## src/abd_pkg.sv

```systemverilog
// constants for the alu and branch decode slice
package abd_pkg;
    // ------------------------------------------------------------
    // opcode fields
    // ------------------------------------------------------------
    localparam logic [3:0] OP_LIT_HI    = 4'h0;
    localparam logic [3:0] OP_ADD_IMM   = 4'hF;
    localparam logic [3:0] OP_AND_IMM   = 4'hB;
    localparam logic [3:0] OP_ADDREG_HI = 4'h2;
    localparam logic [1:0] OP_ADD_REG   = 2'h1;
    localparam logic [1:0] OP_ADDC_REG  = 2'h0;
    localparam logic [3:0] OP_ANDREG_HI = 4'h1;
    localparam logic [1:0] OP_AND_REG   = 2'h1;
    localparam logic [3:0] OP_BITCLR_HI = 4'h9;
    localparam logic [3:0] OP_BRANCH_HI = 4'hE;
    localparam logic [3:0] BR_NOT_ZERO  = 4'h1;
    localparam logic [3:0] BR_CARRY     = 4'h2;
    localparam logic [3:0] BR_NO_CARRY  = 4'h3;
    localparam logic [3:0] BR_NO_OVFL   = 4'h5;
    localparam logic [3:0] BR_NEGATIVE  = 4'h6;
    localparam logic [3:0] BR_NOT_NEG   = 4'h7;
    // ------------------------------------------------------------
    // status bit positions, reset values, access bank and pc step
    // ------------------------------------------------------------
    localparam int          FLAG_C      = 0;
    localparam int          FLAG_DC     = 1;
    localparam int          FLAG_Z      = 2;
    localparam int          FLAG_OV     = 3;
    localparam int          FLAG_N      = 4;
    localparam logic [4:0]  STATUS_RST  = 5'h00;
    localparam logic [7:0]  WORK_RST    = 8'h00;
    localparam logic [3:0]  BANK_RST    = 4'h0;
    localparam logic [3:0]  ACCESS_BANK = 4'h0;
    localparam logic [20:0] PC_RST      = 21'h000000;
    localparam logic [20:0] PC_STEP     = 21'h000002;
    // ------------------------------------------------------------
    // instruction phases
    // ------------------------------------------------------------
    typedef enum logic [3:0] {
        ABD_PH_DECODE  = 4'b0001,
        ABD_PH_READ    = 4'b0010,
        ABD_PH_PROCESS = 4'b0100,
        ABD_PH_WRITE   = 4'b1000
    } abd_phase_t;
endpackage : abd_pkg

```

## src/abd_core.sv

```systemverilog
// alu and conditional branch decode/execute slice
//
// Our own choices: the plain strobed port and the register addresses.
`timescale 1ns/1ps
`default_nettype none
// Function
// - add immediate to working register, flags NOVCDZ
// - add working and file register, flags NOVCDZ
// - add working, carry, file register, flags
// - destination bit: 0 working, 1 file
// - access bit: 0 access bank, 1 bank register
// - and with register or immediate, flags N Z
// - bit clear in file, no flags, one cycle
// - branch target is pc plus 2 plus 2n
// - branch one cycle, two when taken
// - branch on carry set, flags untouched
// - branch on carry clear, flags untouched
// - branch on negative set or clear
// - branch on overflow clear else fall through
// - branch on zero clear else fall through
module abd_core
    import abd_pkg::*;
(
    input  wire logic        clk_sys,
    input  wire logic        resetn,
    input  wire logic [15:0] instr_word,
    input  wire logic        instr_valid,
    input  wire logic [3:0]  bank_select_register,
    input  wire logic [7:0]  file_rdata,
    output logic      [11:0] file_addr,
    output logic             file_we,
    output logic      [7:0]  file_wdata,
    output logic      [7:0]  work_value,
    output logic      [4:0]  status_flags,
    output logic      [20:0] pc_value,
    output logic      [3:0]  phase,
    output logic             instr_accept,
    output logic             flush_busy
);
    // ------------------------------------------------------------
    // state
    // ------------------------------------------------------------
    abd_phase_t  ph_reg,     ph_next;
    logic [15:0] ir_reg,     ir_next;
    logic        live_reg,   live_next;
    logic        flush_reg,  flush_next;
    logic [7:0]  opnd_reg,   opnd_next;
    logic [7:0]  res_reg,    res_next;
    logic [4:0]  stres_reg,  stres_next;
    logic [7:0]  work_reg,   work_next;
    logic [4:0]  stat_reg,   stat_next;
    logic [20:0] pc_reg,     pc_next;
    logic [11:0] addr_reg,   addr_next;
    logic        we_reg,     we_next;
    logic [7:0]  wdata_reg,  wdata_next;

    // ------------------------------------------------------------
    // decode helpers
    // ------------------------------------------------------------
    function automatic logic [8:0] add9(input logic [7:0] a,
                                        input logic [7:0] b,
                                        input logic       ci);
        add9 = {1'b0, a} + {1'b0, b} + {8'h00, ci};
    endfunction : add9

    // flags for an addition: n ov c dc z in package positions
    function automatic logic [4:0] add_flags(input logic [7:0] a,
                                             input logic [7:0] b,
                                             input logic       ci);
        logic [8:0] s;
        logic [4:0] f;
        logic [4:0] lo;
        s  = add9(a, b, ci);
        lo = {1'b0, a[3:0]} + {1'b0, b[3:0]} + {4'h0, ci};
        f  = 5'h00;
        f[FLAG_C]  = s[8];
        f[FLAG_DC] = lo[4];
        f[FLAG_Z]  = (s[7:0] == 8'h00);
        f[FLAG_OV] = (a[7] == b[7]) && (s[7] != a[7]);
        f[FLAG_N]  = s[7];
        add_flags  = f;
    endfunction : add_flags

    logic [3:0] hi;
    logic [3:0] sub;
    logic       is_addimm, is_andimm, is_add, is_addc, is_and;
    logic       is_bclr, is_branch, is_regop, br_cond;
    logic [20:0] br_target;

    always_comb begin
        hi        = ir_reg[15:12];
        sub       = ir_reg[11:8];
        is_addimm = (hi == OP_LIT_HI) && (sub == OP_ADD_IMM);
        is_andimm = (hi == OP_LIT_HI) && (sub == OP_AND_IMM);
        is_add    = (hi == OP_ADDREG_HI) && (sub[3:2] == OP_ADD_REG);
        is_addc   = (hi == OP_ADDREG_HI) && (sub[3:2] == OP_ADDC_REG);
        is_and    = (hi == OP_ANDREG_HI) && (sub[3:2] == OP_AND_REG);
        is_bclr   = (hi == OP_BITCLR_HI);
        is_branch = (hi == OP_BRANCH_HI);
        is_regop  = is_add || is_addc || is_and || is_bclr;
        unique case (sub)
            BR_CARRY:    br_cond = stat_reg[FLAG_C];
            BR_NO_CARRY: br_cond = !stat_reg[FLAG_C];
            BR_NEGATIVE: br_cond = stat_reg[FLAG_N];
            BR_NOT_NEG:  br_cond = !stat_reg[FLAG_N];
            BR_NO_OVFL:  br_cond = !stat_reg[FLAG_OV];
            BR_NOT_ZERO: br_cond = !stat_reg[FLAG_Z];
            default:     br_cond = 1'b0;
        endcase
        // pc already points past this word, so target is addr+2+2n
        br_target = pc_reg + {{12{ir_reg[7]}}, ir_reg[7:0], 1'b0};
    end

    // ------------------------------------------------------------
    // phase sequencer and datapath
    // ------------------------------------------------------------
    always_comb begin
        ph_next    = ph_reg;
        ir_next    = ir_reg;
        live_next  = live_reg;
        flush_next = flush_reg;
        opnd_next  = opnd_reg;
        res_next   = res_reg;
        stres_next = stres_reg;
        work_next  = work_reg;
        stat_next  = stat_reg;
        pc_next    = pc_reg;
        addr_next  = addr_reg;
        we_next    = 1'b0;
        wdata_next = wdata_reg;
        unique case (ph_reg)
            ABD_PH_DECODE: begin
                // a taken branch spends one whole cycle as a no-op
                live_next = instr_valid && !flush_reg;
                if (instr_valid) begin
                    ir_next = instr_word;
                    pc_next = pc_reg + PC_STEP;
                end
                ph_next = ABD_PH_READ;
            end
            ABD_PH_READ: begin
                // access bit clear forces the access bank
                if (is_regop) begin
                    addr_next = {ir_reg[8] ? bank_select_register
                                           : ACCESS_BANK, ir_reg[7:0]};
                end
                opnd_next = ir_reg[7:0];
                ph_next   = ABD_PH_PROCESS;
            end
            ABD_PH_PROCESS: begin
                // file data is valid one phase after the address
                stres_next = stat_reg;
                res_next   = opnd_reg;
                if (is_addimm) begin
                    res_next   = add9(work_reg, opnd_reg, 1'b0)
                                 [7:0];
                    stres_next = add_flags(work_reg, opnd_reg, 1'b0);
                end else if (is_add || is_addc) begin
                    res_next   = add9(work_reg, file_rdata,
                                      is_addc & stat_reg[FLAG_C])
                                 [7:0];
                    stres_next = add_flags(work_reg, file_rdata,
                                 is_addc & stat_reg[FLAG_C]);
                end else if (is_andimm || is_and) begin
                    res_next = work_reg &
                               (is_andimm ? opnd_reg : file_rdata);
                    stres_next[FLAG_Z] = (res_next == 8'h00);
                    stres_next[FLAG_N] = res_next[7];
                end else if (is_bclr) begin
                    res_next = file_rdata &
                               ~(8'h01 << ir_reg[11:9]);
                end
                ph_next = ABD_PH_WRITE;
            end
            ABD_PH_WRITE: begin
                flush_next = 1'b0;
                if (live_reg) begin
                    if (is_addimm || is_andimm) begin
                        work_next = res_reg;
                        stat_next = stres_reg;
                    end else if (is_add || is_addc || is_and) begin
                        stat_next = stres_reg;
                        if (ir_reg[9]) begin
                            we_next    = 1'b1;
                            wdata_next = res_reg;
                        end else begin
                            work_next = res_reg;
                        end
                    end else if (is_bclr) begin
                        we_next    = 1'b1;
                        wdata_next = res_reg;
                    end else if (is_branch && br_cond) begin
                        pc_next    = br_target;
                        flush_next = 1'b1;
                    end
                end
                ph_next = ABD_PH_DECODE;
            end
        endcase
    end

    always_ff @(posedge clk_sys or negedge resetn) begin
        if (!resetn) begin
            ph_reg    <= ABD_PH_DECODE;
            ir_reg    <= 16'h0000;
            live_reg  <= 1'b0;
            flush_reg <= 1'b0;
            opnd_reg  <= 8'h00;
            res_reg   <= 8'h00;
            stres_reg <= STATUS_RST;
            work_reg  <= WORK_RST;
            stat_reg  <= STATUS_RST;
            pc_reg    <= PC_RST;
            addr_reg  <= 12'h000;
            we_reg    <= 1'b0;
            wdata_reg <= 8'h00;
        end else begin
            ph_reg    <= ph_next;
            ir_reg    <= ir_next;
            live_reg  <= live_next;
            flush_reg <= flush_next;
            opnd_reg  <= opnd_next;
            res_reg   <= res_next;
            stres_reg <= stres_next;
            work_reg  <= work_next;
            stat_reg  <= stat_next;
            pc_reg    <= pc_next;
            addr_reg  <= addr_next;
            we_reg    <= we_next;
            wdata_reg <= wdata_next;
        end
    end

    // ------------------------------------------------------------
    // outputs
    // ------------------------------------------------------------
    assign file_addr    = addr_reg;
    assign file_we      = we_reg;
    assign file_wdata   = wdata_reg;
    assign work_value   = work_reg;
    assign status_flags = stat_reg;
    assign pc_value     = pc_reg;
    assign phase        = ph_reg;
    assign instr_accept = (ph_reg == ABD_PH_DECODE);
    assign flush_busy   = flush_reg;
endmodule : abd_core
`default_nettype wire

```

## config.mk

```make
export PLATFORM = sky130hd
export DESIGN_NAME = abd_core
export DESIGN_NICKNAME = d
export VERILOG_FILES = /design/src/abd_pkg.sv /design/src/abd_core.sv
export SDC_FILE = /design/constraint.sdc
export NUM_CORES = 1
export LEC_CHECK = 0
export ABC_AREA = 1
export BUFFER_PORTS_ARGS = -buffer_cell sky130_fd_sc_hd__buf_2
export CORE_ASPECT_RATIO = 1.1
export CORE_UTILIZATION = 35
export DETAILED_ROUTE_END_ITERATION = 7
export MAX_ROUTING_LAYER = met4
export PLACE_DENSITY_LB_ADDON = 0.12
export SLEW_MARGIN = 20
export SYNTH_ARGS = -nofsm -noshare
export SYNTH_HDL_FRONTEND = slang
export SYNTH_SLANG_ARGS = --single-unit
export TNS_END_PERCENT = 5
```

## constraint.sdc

```tcl
create_clock -name clk_sys -period 2.9 [get_ports clk_sys]
set_clock_uncertainty 0.05 [all_clocks]
set_input_delay 0.58 -clock clk_sys [delete_from_list [all_inputs] [get_ports clk_sys]]
set_output_delay 0.58 -clock clk_sys [all_outputs]
set_load 0.05 [all_outputs]
```

==> results of run 1 <==
## cell usage in the layout (no fill, tap or decap), types with 9 or more instances in the layout
| cell | count |
|---|---|
| inv_2 | 11 |
| o21ai_1 | 36 |
| inv_1 | 68 |
| xnor2_1 | 17 |
| nand4_1 | 10 |
| ha_1 | 34 |
| clkbuf_16 | 9 |
| xor2_1 | 10 |
| a21oi_1 | 50 |
| dfrtp_1 | 95 |
| nor2_1 | 58 |
| buf_2 | 89 |
| nand2_1 | 194 |
| nand3_1 | 50 |
| buf_4 | 17 |
| o21ai_0 | 56 |
## final cells by class
type	instances	area, um2
flip-flops and latches	97	2430
clock inverters	7	83.8
well taps	234	293
multi-input cells	596	3360
inverters	79	297
repair buffers	107	593
fillers	1823	9860
clock buffers	9	225
## path summary, 6_finish.rpt
kind | start | end | depth (start not counted)
min in group clk_sys | instr_word[8] | ir_reg[8]$_DFFE_PN0P_ | 3
worst max register to register | phase[1]$_DFF_PN0_ | pc_value[14]$_DFFE_PN0P_ | 11
worst min register to register | res_reg[0]$_DFFE_PN0P_ | res_reg[0]$_DFFE_PN0P_ | 2
worst min-delay path | resetn | ir_reg[9]$_DFFE_PN0P_ | 1
worst max-delay path | phase[1]$_DFF_PN0_ | pc_value[14]$_DFFE_PN0P_ | 11
max in group asynchronous | resetn | stres_reg[4]$_DFFE_PN0P_ | 2
## power by group through the flow
stage	registers, mW	logic [mW]	clock network, mW
after floorplan	2.23	0.598	0
after global placement	1.76	1.49	0
after detailed placement	1.75	1.49	0
after CTS	1.73	1.49	1.31
after global routing	1.76	1.62	1.36
final	1.73	1.49	1.26
## per-stage QoR
stage,area (um2),setup WS [ps]
3_5_place_dp,6940,85.9
5_1_grt,7280,9.07
2_1_floorplan,6180,57.5
4_1_cts,7240,61.9
3_3_place_gp,6940,132
6_report,7280,221
## layer usage
layer  track usage  up-vias  share of wire
met2         0.337      105           0.47
met5             -        -              0
li1              -     2843              -
met1         0.283     2560           0.48
met3        0.0349       18          0.035
met4        0.0650        0          0.019
## logic make-up after synthesis
kind of cell               share of synthesized area
AOI/OAI and AO/OA                              0.164
DFF                                            0.394
other                                       0.000608
buffers and inverters                         0.0686
muxes                                         0.0110
xor gates and xnor gates                      0.0383
and+or+nand+nor                                0.242
adders and majority gates                     0.0820
==> metrics list, run 1 <==
* Via count of the first global-routing pass: 5420
- Internal Dissipation: 2.65 mW
- In this run the worst path has a maximum fanout of 9.
- Yosys warnings: 0
* Dpl hpwl: 13.6 mm
- Among all stages on the critical path, the largest delay is contributed by dfrtp_1.
- The longest clock path from root to sink contains 2 buffers.
- Largest cells by area after synthesis: dfrtp_1 (39%), nand2_1 (12%), ha_1 (6.9%)
- Clock-pin slew on the worst setup and hold paths: 70 ps
- The critical path goes through nor2_4 > nand3_4 > nor2_1 > ha_1 > a21oi_1 > o21ai_1 > nor2_1 > o21ai_0 > a21oi_1 > xor2_1 > o21ai_0.
- Largest net degree at the start of global routing: 40
* Number of antenna diodes: 0
- Width of the die: 129 um
- First-iteration detailed-routing DRC count: 334
- Post-route ant nets: 0
* Iteration count of the initial detailed-routing pass: 5
* Flip-flop count of the largest register, all copies and words added: 20
- The core region is 17100 um2.
- I/O pin count: 92
- In this run the mean area of a mapped cell was 7.77 um2.
* Critical path startpoint category: register
- R2r setup slk: 220 ps
* Clock tree from TritonCTS: built
* Part of the Yosys area used for sequential elements: 0.394
* Highest clock rate: 0.373 GHz
* Quantity of gates resized following cts: 0
- Leakage power: 3.69 nW
- First-pass GRT wire length: 29.1 mm
- Summed over all instances, the cell type with the most area after synthesis is dfrtp_1.
- Headroom to the max-slew limit came out at 0.515.
* CTS hold repair buffers: 0
* Worst setup EP type: register
- Max-cap violation count: 0
* Number of enable flip-flop cells after synthesis: 0
* Switching component of the power: 1.83 mW
- Routed wire length: 17.6 mm
- Later-pin clock latency in the skew report: 350 ps
* Total clock sinks: 97
- In the routed design, unresolved DRC markers number 0.
* Post-placement cell count: 1113
- The initial utilization of the core area, before any placement, comes to 0.360.
- Dominant delay contributor by cell family on the critical path: compound AO/OA/AOI/OAI gates
- Of the total power, the clock network draws 0.282.
- HP Class: input port to async pin
- For this design the ratio of total power to cell area is 615 nW/um2.
- Via total after detailed routing: 5526
- Leftover overflow at the end of global routing: 0
- Commonest cells post-synth: nand2_1 (194), dfrtp_1 (96), inv_1 (68)
- Of the total power, the share spent switching nets is 0.408.
- Count of H-tree levels built during CTS: 3
- Post-CTS setup-driven buffer insertion count: 0
- Flip-flop and latch count after synthesis: 97
- Share of the core filled with cells: 0.425
- From synthesis to final layout, the design area changed by 18.0%.
* Worst IR drop on VDD: 0.469 mV
- The floorplan step defined a die boundary enclosing 18200 um2.
* Largest stage delay, worst path: 440 ps
- Setup violations remaining at the end of the flow were counted as 0.
- Setup repair after global routing missed its margin: no
- Total negative setup slack: 0 ps
* Syn Nets: 863
- The final count of hold timing violations came to 0.
* Fin. max-slew vios: 0
- Share of flip-flops with an asynchronous set or reset: 1.00
- The share of total power dissipated in sequential elements is 0.386.
- Gate count after technology mapping: 794
- Final-stage net count: 959
- In this run the cell area of the synthesized design comes to 6170 um2.
- Total number of placement rows: 50
- After detailed routing, the average wire length per cell comes to 15.6 um.
- Port buffer count: 90
- Yosys top cell area share: 0.390
- Per-cell via count in the routed design: 4.89
* Share of the cycle needed by the critical path after routing: 0.924
* Final cell count without fillers: 1129
* Comb power frac: 0.333
- Status: finished clean
- The initial antenna violation count was 0.
- Die extent in y: 141 um
- After layout, the design draws a total of 4.48 mW.
- Final estimated routing congestion in global placement: 0.925
- The clock period could shrink to 2680 ps.
- Crit path required time: 3050 ps
- For the pin with the worst max-slew slack, the measured transition is 725 ps.
- Crit path arrival time: 2830 ps
* Root Buffer Master: clkbuf_16
* Layout cells sized above 1: 0.191
* Total buffers and inverters traversed by the critical path: 0
- For this run, the leading register cell type out of synthesis is dfrtp_1.
* Number of buffers created by CTS: 9
- Type of the worst setup path: register to register
- For this run, the total global-route usage over all layers was measured as 0.215.
- After synthesis, the netlist uses 46 different library cells.
- Across all hold checks on the routed design, the worst slack comes to 148 ps.
- Most numerous cell in the Yosys netlist: nand2_1
(Power assumes the default switching activity.)
==> run 2, diff against run 1 <==
--- a/config.mk
+++ b/config.mk
@@ -13,5 +13,4 @@
 export MAX_ROUTING_LAYER = met4
 export PLACE_DENSITY_LB_ADDON = 0.12
-export SLEW_MARGIN = 20
 export SYNTH_ARGS = -nofsm -noshare
 export SYNTH_HDL_FRONTEND = slang
==> constraint.sdc (replaced) <==
create_clock -name clk_sys -period 2.9 [get_ports clk_sys]
set_clock_uncertainty 0.05 [all_clocks]
set_input_delay 0.29 -clock clk_sys [delete_from_list [all_inputs] [get_ports clk_sys]]
set_output_delay 0.29 -clock clk_sys [all_outputs]
set_load 0.05 [all_outputs]
==> run 2 against run 1 <==
  * Global-route usage fell by 0.29 points
  * Critical endpoint is now stres_reg[2]$_DFFE_PN0P_
  * Cell area fell by 0.17%
  * Via count did not move
  * Critical path type unchanged
  * Largest cell class unchanged
  * Cell count barely moved
==> metrics list, run 2 (synthesis gave the netlist of run 1 again) <==
- Status: finished clean (unchanged)
* Die extent in y: 141 um (unchanged)
- The number of cell instances on the worst register-to-register path came to 17 (was 11).
* Worst-case setup margin in the final layout: 227 ps (was 221 ps)
- Worst Path Max Fanout: 4 (was 9)
- Iteration count of the initial detailed-routing pass: 5 (unchanged)
- Cell depth of the worst min-delay path: 3
- The maximum resistive drop on vdd was 0.462 mV (was 0.469 mV).
- The core outline area is 17100 um2 (unchanged).
- The count of buffers from port buffering was 90 (unchanged).
* Commonest cells after routing, fill and taps aside: nand2_1 (194), dfrtp_1 (95), buf_2 (89), inv_1 (68), nor2_1 (58) (unchanged)
* Width of the die: 129 um (unchanged)
- The post-place setup slack was 75.2 ps (was 85.9 ps).
- Worst setup EP type: register (unchanged)
* Count of H-tree levels built during CTS: 3 (unchanged)
- Via count of the first global-routing pass: 5368 (was 5420)
- Total negative setup slack: 0 ps (unchanged)
- The final count of hold timing violations is 0 (unchanged).
- First-pass GRT wire length: 28.7 mm (was 29.1 mm)
- Layout cells sized above 1: 0.191 (about the same)
- Total number of placement rows: 50 (unchanged)
* Most common cell after layout, fill and taps aside: nand2_1 (unchanged)
- The count of nets left with antenna violations after detail routing came to 0 (unchanged).
* Root Buffer Master: clkbuf_16 (unchanged)
* Max-cap violation count: 0 (unchanged)
- Routed wire length: 17.4 mm (was 17.6 mm)
- Fin. max-slew vios: 0 (unchanged)
* Final routed wire length divided by cell count: 15.4 um (was 15.6 um)
* Post-route minimum period: 2670 ps (was 2680 ps)
- The delay of the slowest critical-path stage was 410 ps (was 440 ps).
- The maximum number of pins on one net before global-route repair was 55 (was 40).
- The total global routing track utilization was 0.212 (was 0.215).
- The initial antenna violation count is 0 (unchanged).
* Critical path startpoint category: register (unchanged)
* Flip-flop count of the largest register, all copies and words added: 20 (unchanged)
* Share of the cycle needed by the critical path after routing: 0.922 (was 0.924)
* Buffer levels on the longest clock path: 2 (unchanged)
- The critical path data arrival time is 2860 ps (was 2830 ps).
- Floorplan die area: 18200 um2 (unchanged)
* Final estimated routing congestion in global placement: 0.922 (was 0.925)
* Leftover overflow at the end of global routing: 0 (unchanged)
- The clock-pin transition on the worst setup and hold timing paths is 70 ps (about the same).
- The kind of critical path was register to register (unchanged).
- Final-stage net count: 959 (unchanged)
* DRC violation count after routing: 0 (unchanged)
* Leakage power: 3.69 nW (about the same)
- Starting density of the core: 0.360 (unchanged)
- Total power per unit cell area: 613 nW/um2 (was 615 nW/um2)
- Headroom to the max-slew limit: 0.521 (was 0.515)
* Via total after detailed routing: 5526 (unchanged)
* HP Class: input port to register (was input port to async pin)
- Critical path cell sequence: inv_1 > nand2_1 > inv_1 > nand2_1 > nor2_2 > fa_2 > inv_1 > fa_1 > o21ai_2 > nand2_1 > nand2_1 > xor2_1 > nor2_1 > nand3_1 > nand2_1 > nand2_1 > a21oi_2 (was nor2_4 > nand3_4 > nor2_1 > ha_1 > a21oi_1 > o21ai_1 > nor2_1 > o21ai_0 > a21oi_1 > xor2_1 > o21ai_0).
- The detailed-placement wirelength estimate is 13.3 mm (was 13.6 mm).
- The data required time at the worst endpoint came to 3090 ps (was 3050 ps).
- The I/O pin total came to 92 (unchanged).
- The number of CTS-inserted buffers is 9 (unchanged).
* Cell mode on critical path: nand2_1
- The area overhead of the layout relative to synthesis was 17.8% (was 18.0%).
- Per-cell via count in the routed design: 4.90 (was 4.89)
- Critical Path Slowest Stage Cell: dfrtp_1 (unchanged)
- Total clock sinks: 97 (unchanged)
- The worst-margin pin slew came to 717 ps (was 725 ps).
- Highest clock rate: 0.374 GHz (was 0.373 GHz)
- The total inserted antenna cells came to 0 (unchanged).
* Clock tree from TritonCTS: built (unchanged)
- The clock latency on the worst-skew pair came to 350 ps (about the same).
* Setup repair after global routing missed its margin: yes (was no)
- The setup violation total in the final timing report came to 0 (unchanged).
* Filler instances: 1821 (was 1823)
- The DRC marker count from the first detailed-route iteration is 396 (was 334).
run 2: critical path: cells and delay by family (launching register included):
kind	cells	cell delay, ps
flip-flops	1	410
XOR/XNOR	1	200
AND/OR/NAND/NOR	9	740
AO/OA/AOI/OAI	2	270
adder cells (fa/ha/maj)	2	640
buffers and inverters	3	250
run 2: cell type report:
class,instances,area [um2],area share
timing repair buffer,107,593,0.0816
clock buffer,10,239,0.0329
clock inverter,5,63.8,0.00878
tap,234,293,0.0403
inverter,79,297,0.0408
sequential,97,2430,0.334
multi-input combinational,596,3350,0.461
run 2: repair_timing:
action	4_1_cts	5_1_grt
setup endpoints to repair	0	13
setup buffers	0	2
hold buffers	1	0
endpoints found under the hold margin	52	0
resized for setup	0	11
run 2: metal layers:
metal	wire [um]	GRT usage	vias up
li1	-	-	2834
met1	8210	0.280	2533
met2	8030	0.331	132
met3	730	0.0300	27
met4	388	0.0700	0
met5	0	-	-
run 2: path summary, 6_finish.rpt:
kind | endpoint | slack (ps) | from
worst min register to register | res_reg[0]$_DFFE_PN0P_ | 430 | res_reg[0]$_DFFE_PN0P_
worst min-delay path | ir_reg[8]$_DFFE_PN0P_ | 80 | instr_word[8]
max in group asynchronous | pc_value[1]$_DFFE_PN0P_ | 1630 | resetn
min in group asynchronous | ir_reg[9]$_DFFE_PN0P_ | 480 | resetn
worst max-delay path | stres_reg[2]$_DFFE_PN0P_ | 230 | ir_reg[10]$_DFFE_PN0P_
worst max register to register | stres_reg[2]$_DFFE_PN0P_ | 230 | ir_reg[10]$_DFFE_PN0P_
run 2: through the flow:
| stage | hold WS [ps] | cell area [um2] | cells | utilization | power, mW |
|---|---|---|---|---|---|
| after global routing | 99.5 | 7270 | 1128 | 0.424 | 4.73 |
| after detailed placement | 339 | 6910 | 1110 | 0.403 | 3.23 |
| final | 84.2 | 7270 | 1128 | 0.424 | 4.46 |
| after CTS | 80.9 | 7230 | 1126 | 0.422 | 4.49 |
| after global placement | 342 | 6910 | 1110 | 0.403 | 3.24 |
| after floorplan | -55.6 | 6180 | 794 | - | 2.83 |
run 2: where the power goes:
group,internal [mW],switching [mW]
Combinational,0.416,1.07
Clock,0.696,0.549
Sequential,1.55,0.175
==> run 3, diff against run 2 <==
Settings changed: PLACE_DENSITY_LB_ADDON 0.12 to not set.
==> run 3 against run 2 <==
  * Total power is 1.4% higher
  * Fmax down 2.1%
  * Sequential power about the same
  * Largest cell class unchanged
  * Routed wire length up 4.1%
  * Worst hold slack improved by 2.8 ps
  * Flip-flop and latch count is the same
  * First-iteration DRC count decreased by 9.1%
  * Critical path depth is 4 lower
  * Cell area is 1.0% higher
  * Critical path type unchanged
  * Global-route usage grew 0.17 points
==> metrics list, run 3 (synthesis gave the netlist of run 1 again) <==
* Total negative setup slack: 0 ps (unchanged)
- Total power per unit cell area: 616 nW/um2 (was 613 nW/um2)
- The launch instance of the worst min-delay path is instr_word[9] (was instr_word[8]).
* Fin. max-slew vios: 0 (unchanged)
* Final setup violation count: 0 (unchanged)
* Final estimated routing congestion in global placement: 0.978 (was 0.922)
- The endpoint of the lowest-slack register-to-register path is pc_value[14]$_DFFE_PN0P_ (was stres_reg[2]$_DFFE_PN0P_).
- The ratio of cells with drive above 1 in the final layout was 0.199 (was 0.191).
- The detailed-route via count is 5676 (was 5526).
- The family of cells with the greatest summed delay on the critical path is compound AO/OA/AOI/OAI gates (was simple AND/OR/NAND/NOR gates).
* Post-route ant nets: 0 (unchanged)
- The final instance area is 7340 um2 (was 7270 um2).
* Overall power: 4.52 mW (was 4.46 mW)
- The via density per instance is 4.99 (was 4.90).
- The hold path endpoint is ir_reg[9]$_DFFE_PN0P_ (was ir_reg[8]$_DFFE_PN0P_).
* Share of the core filled with cells: 0.428 (was 0.424)
- Flip-flop count of the largest register, all copies and words added: 20 (unchanged)
- The fmax is 0.366 GHz (was 0.374 GHz).
- Buffer levels on the longest clock path: 2 (unchanged)
- The per-cell routed wire length is 15.9 um (was 15.4 um).
* Floorplan die area: 18200 um2 (unchanged)
* Number of antenna diodes: 0 (unchanged)
* DRC violation count after routing: 0 (unchanged)
- Commonest cells after routing, fill and taps aside: nand2_1 (194), dfrtp_1 (95), buf_2 (89), inv_1 (68), nor2_1 (57) (was nand2_1 (194), dfrtp_1 (95), buf_2 (89), inv_1 (68), nor2_1 (58))
* Relative area change from synthesis to final layout: 19.0% (was 17.8%)
- Critical path cell sequence: nor2_1 > nand3_2 > buf_4 > buf_4 > nor2_1 > ha_1 > nand2_1 > o21ai_1 > nor2_2 > o21ai_0 > a21oi_1 > xor2_1 > o21ai_0 (was inv_1 > nand2_1 > inv_1 > nand2_1 > nor2_2 > fa_2 > inv_1 > fa_1 > o21ai_2 > nand2_1 > nand2_1 > xor2_1 > nor2_1 > nand3_1 > nand2_1 > nand2_1 > a21oi_2).
* Total buffers and inverters traversed by the critical path: 2 (was 3)
- The core outline area came to 17100 um2 (unchanged).
- The remaining max-slew budget at the tightest pin came to 0.558 (was 0.521).
* Area occupied by multi-input gates: 3350 um2 (unchanged)
* HP Class: input port to register (unchanged)
- The count of buffers from port buffering came to 90 (unchanged).
- Max-cap violation count: 0 (unchanged)
* Starting density of the core: 0.360 (unchanged)
- The post-placement cell area was 6970 um2 (was 6910 um2).
- The post-layout net count came to 967 (was 959).
- The maximum resistive drop on vdd came to 0.302 mV (was 0.462 mV).
- Iteration count of the initial detailed-routing pass: 5 (unchanged)
* Type of the worst setup path: register to register (unchanged)
* Top routing layer used: met4 (unchanged)
- The number of cell instances on the worst register-to-register path was 13 (was 17).
- Routed wl met2: 9.14 mm (was 8.03 mm)
- Clock-pin slew on the worst setup and hold paths: 80 ps (was 70 ps)
* Worst Path Max Fanout: 5 (was 4)
- Clock tree from TritonCTS: built (unchanged)
- The DRC marker count from the first detailed-route iteration is 360 (was 396).
- Setup repair after global routing missed its margin: yes (unchanged)
* Number of buffers created by CTS: 9 (unchanged)
* Total clock sinks: 97 (unchanged)
- Critical path startpoint category: register (unchanged)
* Total count of hold-check failures in the final report: 0 (unchanged)
- Post-placement cell count: 1118 (was 1110)
- The startpoint of the worst register-to-register path is phase[0]$_DFF_PN1_ (was ir_reg[10]$_DFFE_PN0P_).
* Largest net degree at the start of global routing: 52 (was 55)
- I/O pin count: 92 (unchanged)
* Routed wire length: 18.1 mm (was 17.4 mm)
- Worst hold slack after final layout: 87.0 ps (was 84.2 ps)
- The setup slack on the worst flop-to-flop path is 170 ps (was 230 ps).
- Initial antenna violation count: 0 (unchanged)
* Root Buffer Master: clkbuf_16 (unchanged)
- The die boundary width was 129 um (unchanged).
* Via count of the first global-routing pass: 5396 (was 5368)
- Largest stage delay, worst path: 540 ps (was 410 ps)
* Worst-case setup margin in the final layout: 168 ps (was 227 ps)
* Crit path required time: 3120 ps (was 3090 ps)
- Die extent in y: 141 um (unchanged)
- Count of H-tree levels built during CTS: 3 (unchanged)
- The final cell count without fillers was 1137 (was 1128).
- The sort of element at the end of the critical path is a register (unchanged).
* First-pass GRT wire length: 28.6 mm (was 28.7 mm)
- Filler instances: 1819 (was 1821)
- The leakage power came to 3.73 nW (was 3.69 nW).
- Status: finished clean (unchanged)
- Total routed wire length on the met1 layer: 7.91 mm (was 8.21 mm)
* WL met3: 639 um (was 730 um)
- Total track usage: 0.213 (was 0.212)
* Later-pin clock latency in the skew report: 360 ps (was 350 ps)
- The post-place setup slack was 97.3 ps (was 75.2 ps).
* Crit path arrival time: 2950 ps (was 2860 ps)
* Dpl hpwl: 14.0 mm (was 13.3 mm)
- Total number of placement rows: 50 (unchanged)
* Critical Path Slowest Stage Cell: dfstp_2 (was dfrtp_1)
- The worst-margin pin slew came to 662 ps (was 717 ps).
* FF+latch area: 2430 um2 (unchanged)
- The cell depth of the worst min-delay path is 3 (unchanged).
- The most common library cell in the layout ignoring fill and taps was nand2_1 (unchanged).
* Share of the cycle needed by the critical path after routing: 0.942 (was 0.922)
* Leftover overflow at the end of global routing: 0 (unchanged)
* Post-route minimum period: 2730 ps (was 2670 ps)
-- run 3: how the worst max path moves through the flow --
stage	cells after the start	endpoint	startpoint
2_1_floorplan	15	pc_value[15]$_DFFE_PN0P_	phase[1]$_DFF_PN0_
3_3_place_gp	15	stres_reg[2]$_DFFE_PN0P_	ir_reg[15]$_DFFE_PN0P_
3_5_place_dp	14	res_reg[6]$_DFFE_PN0P_	ir_reg[15]$_DFFE_PN0P_
4_1_cts	14	res_reg[6]$_DFFE_PN0P_	ir_reg[15]$_DFFE_PN0P_
5_1_grt	17	pc_value[17]$_DFFE_PN0P_	phase[0]$_DFF_PN1_
6_report	13	pc_value[14]$_DFFE_PN0P_	phase[0]$_DFF_PN1_
-- run 3: repair_timing --
| item | 4_1_cts | 5_1_grt |
|---|---|---|
| hold buffers | 1 | 0 |
| resized for setup | 0 | 10 |
| setup endpoints to repair | 0 | 8 |
| buffers inserted | 0 | 2 |
| endpoints found under the hold margin | 24 | 0 |
-- run 3: per-layer routing --
layer	up-vias	track usage
met4	0	0.0718
met1	2663	0.257
li1	2853	-
met2	132	0.365
met3	28	0.0292
met5	-	-
-- run 3: area by class of cell --
type / count / area share
flip-flops and latches: 97 / 0.331
clock inverters: 6 / 0.0101
clock buffers: 10 / 0.0326
multi-input cells: 596 / 0.457
well taps: 234 / 0.0399
inverters: 79 / 0.0404
repair buffers: 115 / 0.0893
-- run 3: worst register-to-register path, cell delays in order, from the launching register on --
cell,delay [ps]
dfstp_2,540
nor2_1,60
nand3_2,120
buf_4,130
buf_4,140
nor2_1,50
ha_1,370
nand2_1,100
o21ai_1,210
nor2_2,80
o21ai_0,290
a21oi_1,130
xor2_1,170
o21ai_0,200
-- run 3: power by group --
group          internal (mW)  leakage, nW  switching, mW
Sequential              1.55         1.24          0.166
Combinational          0.429         2.34           1.09
Clock                  0.705        0.148          0.576
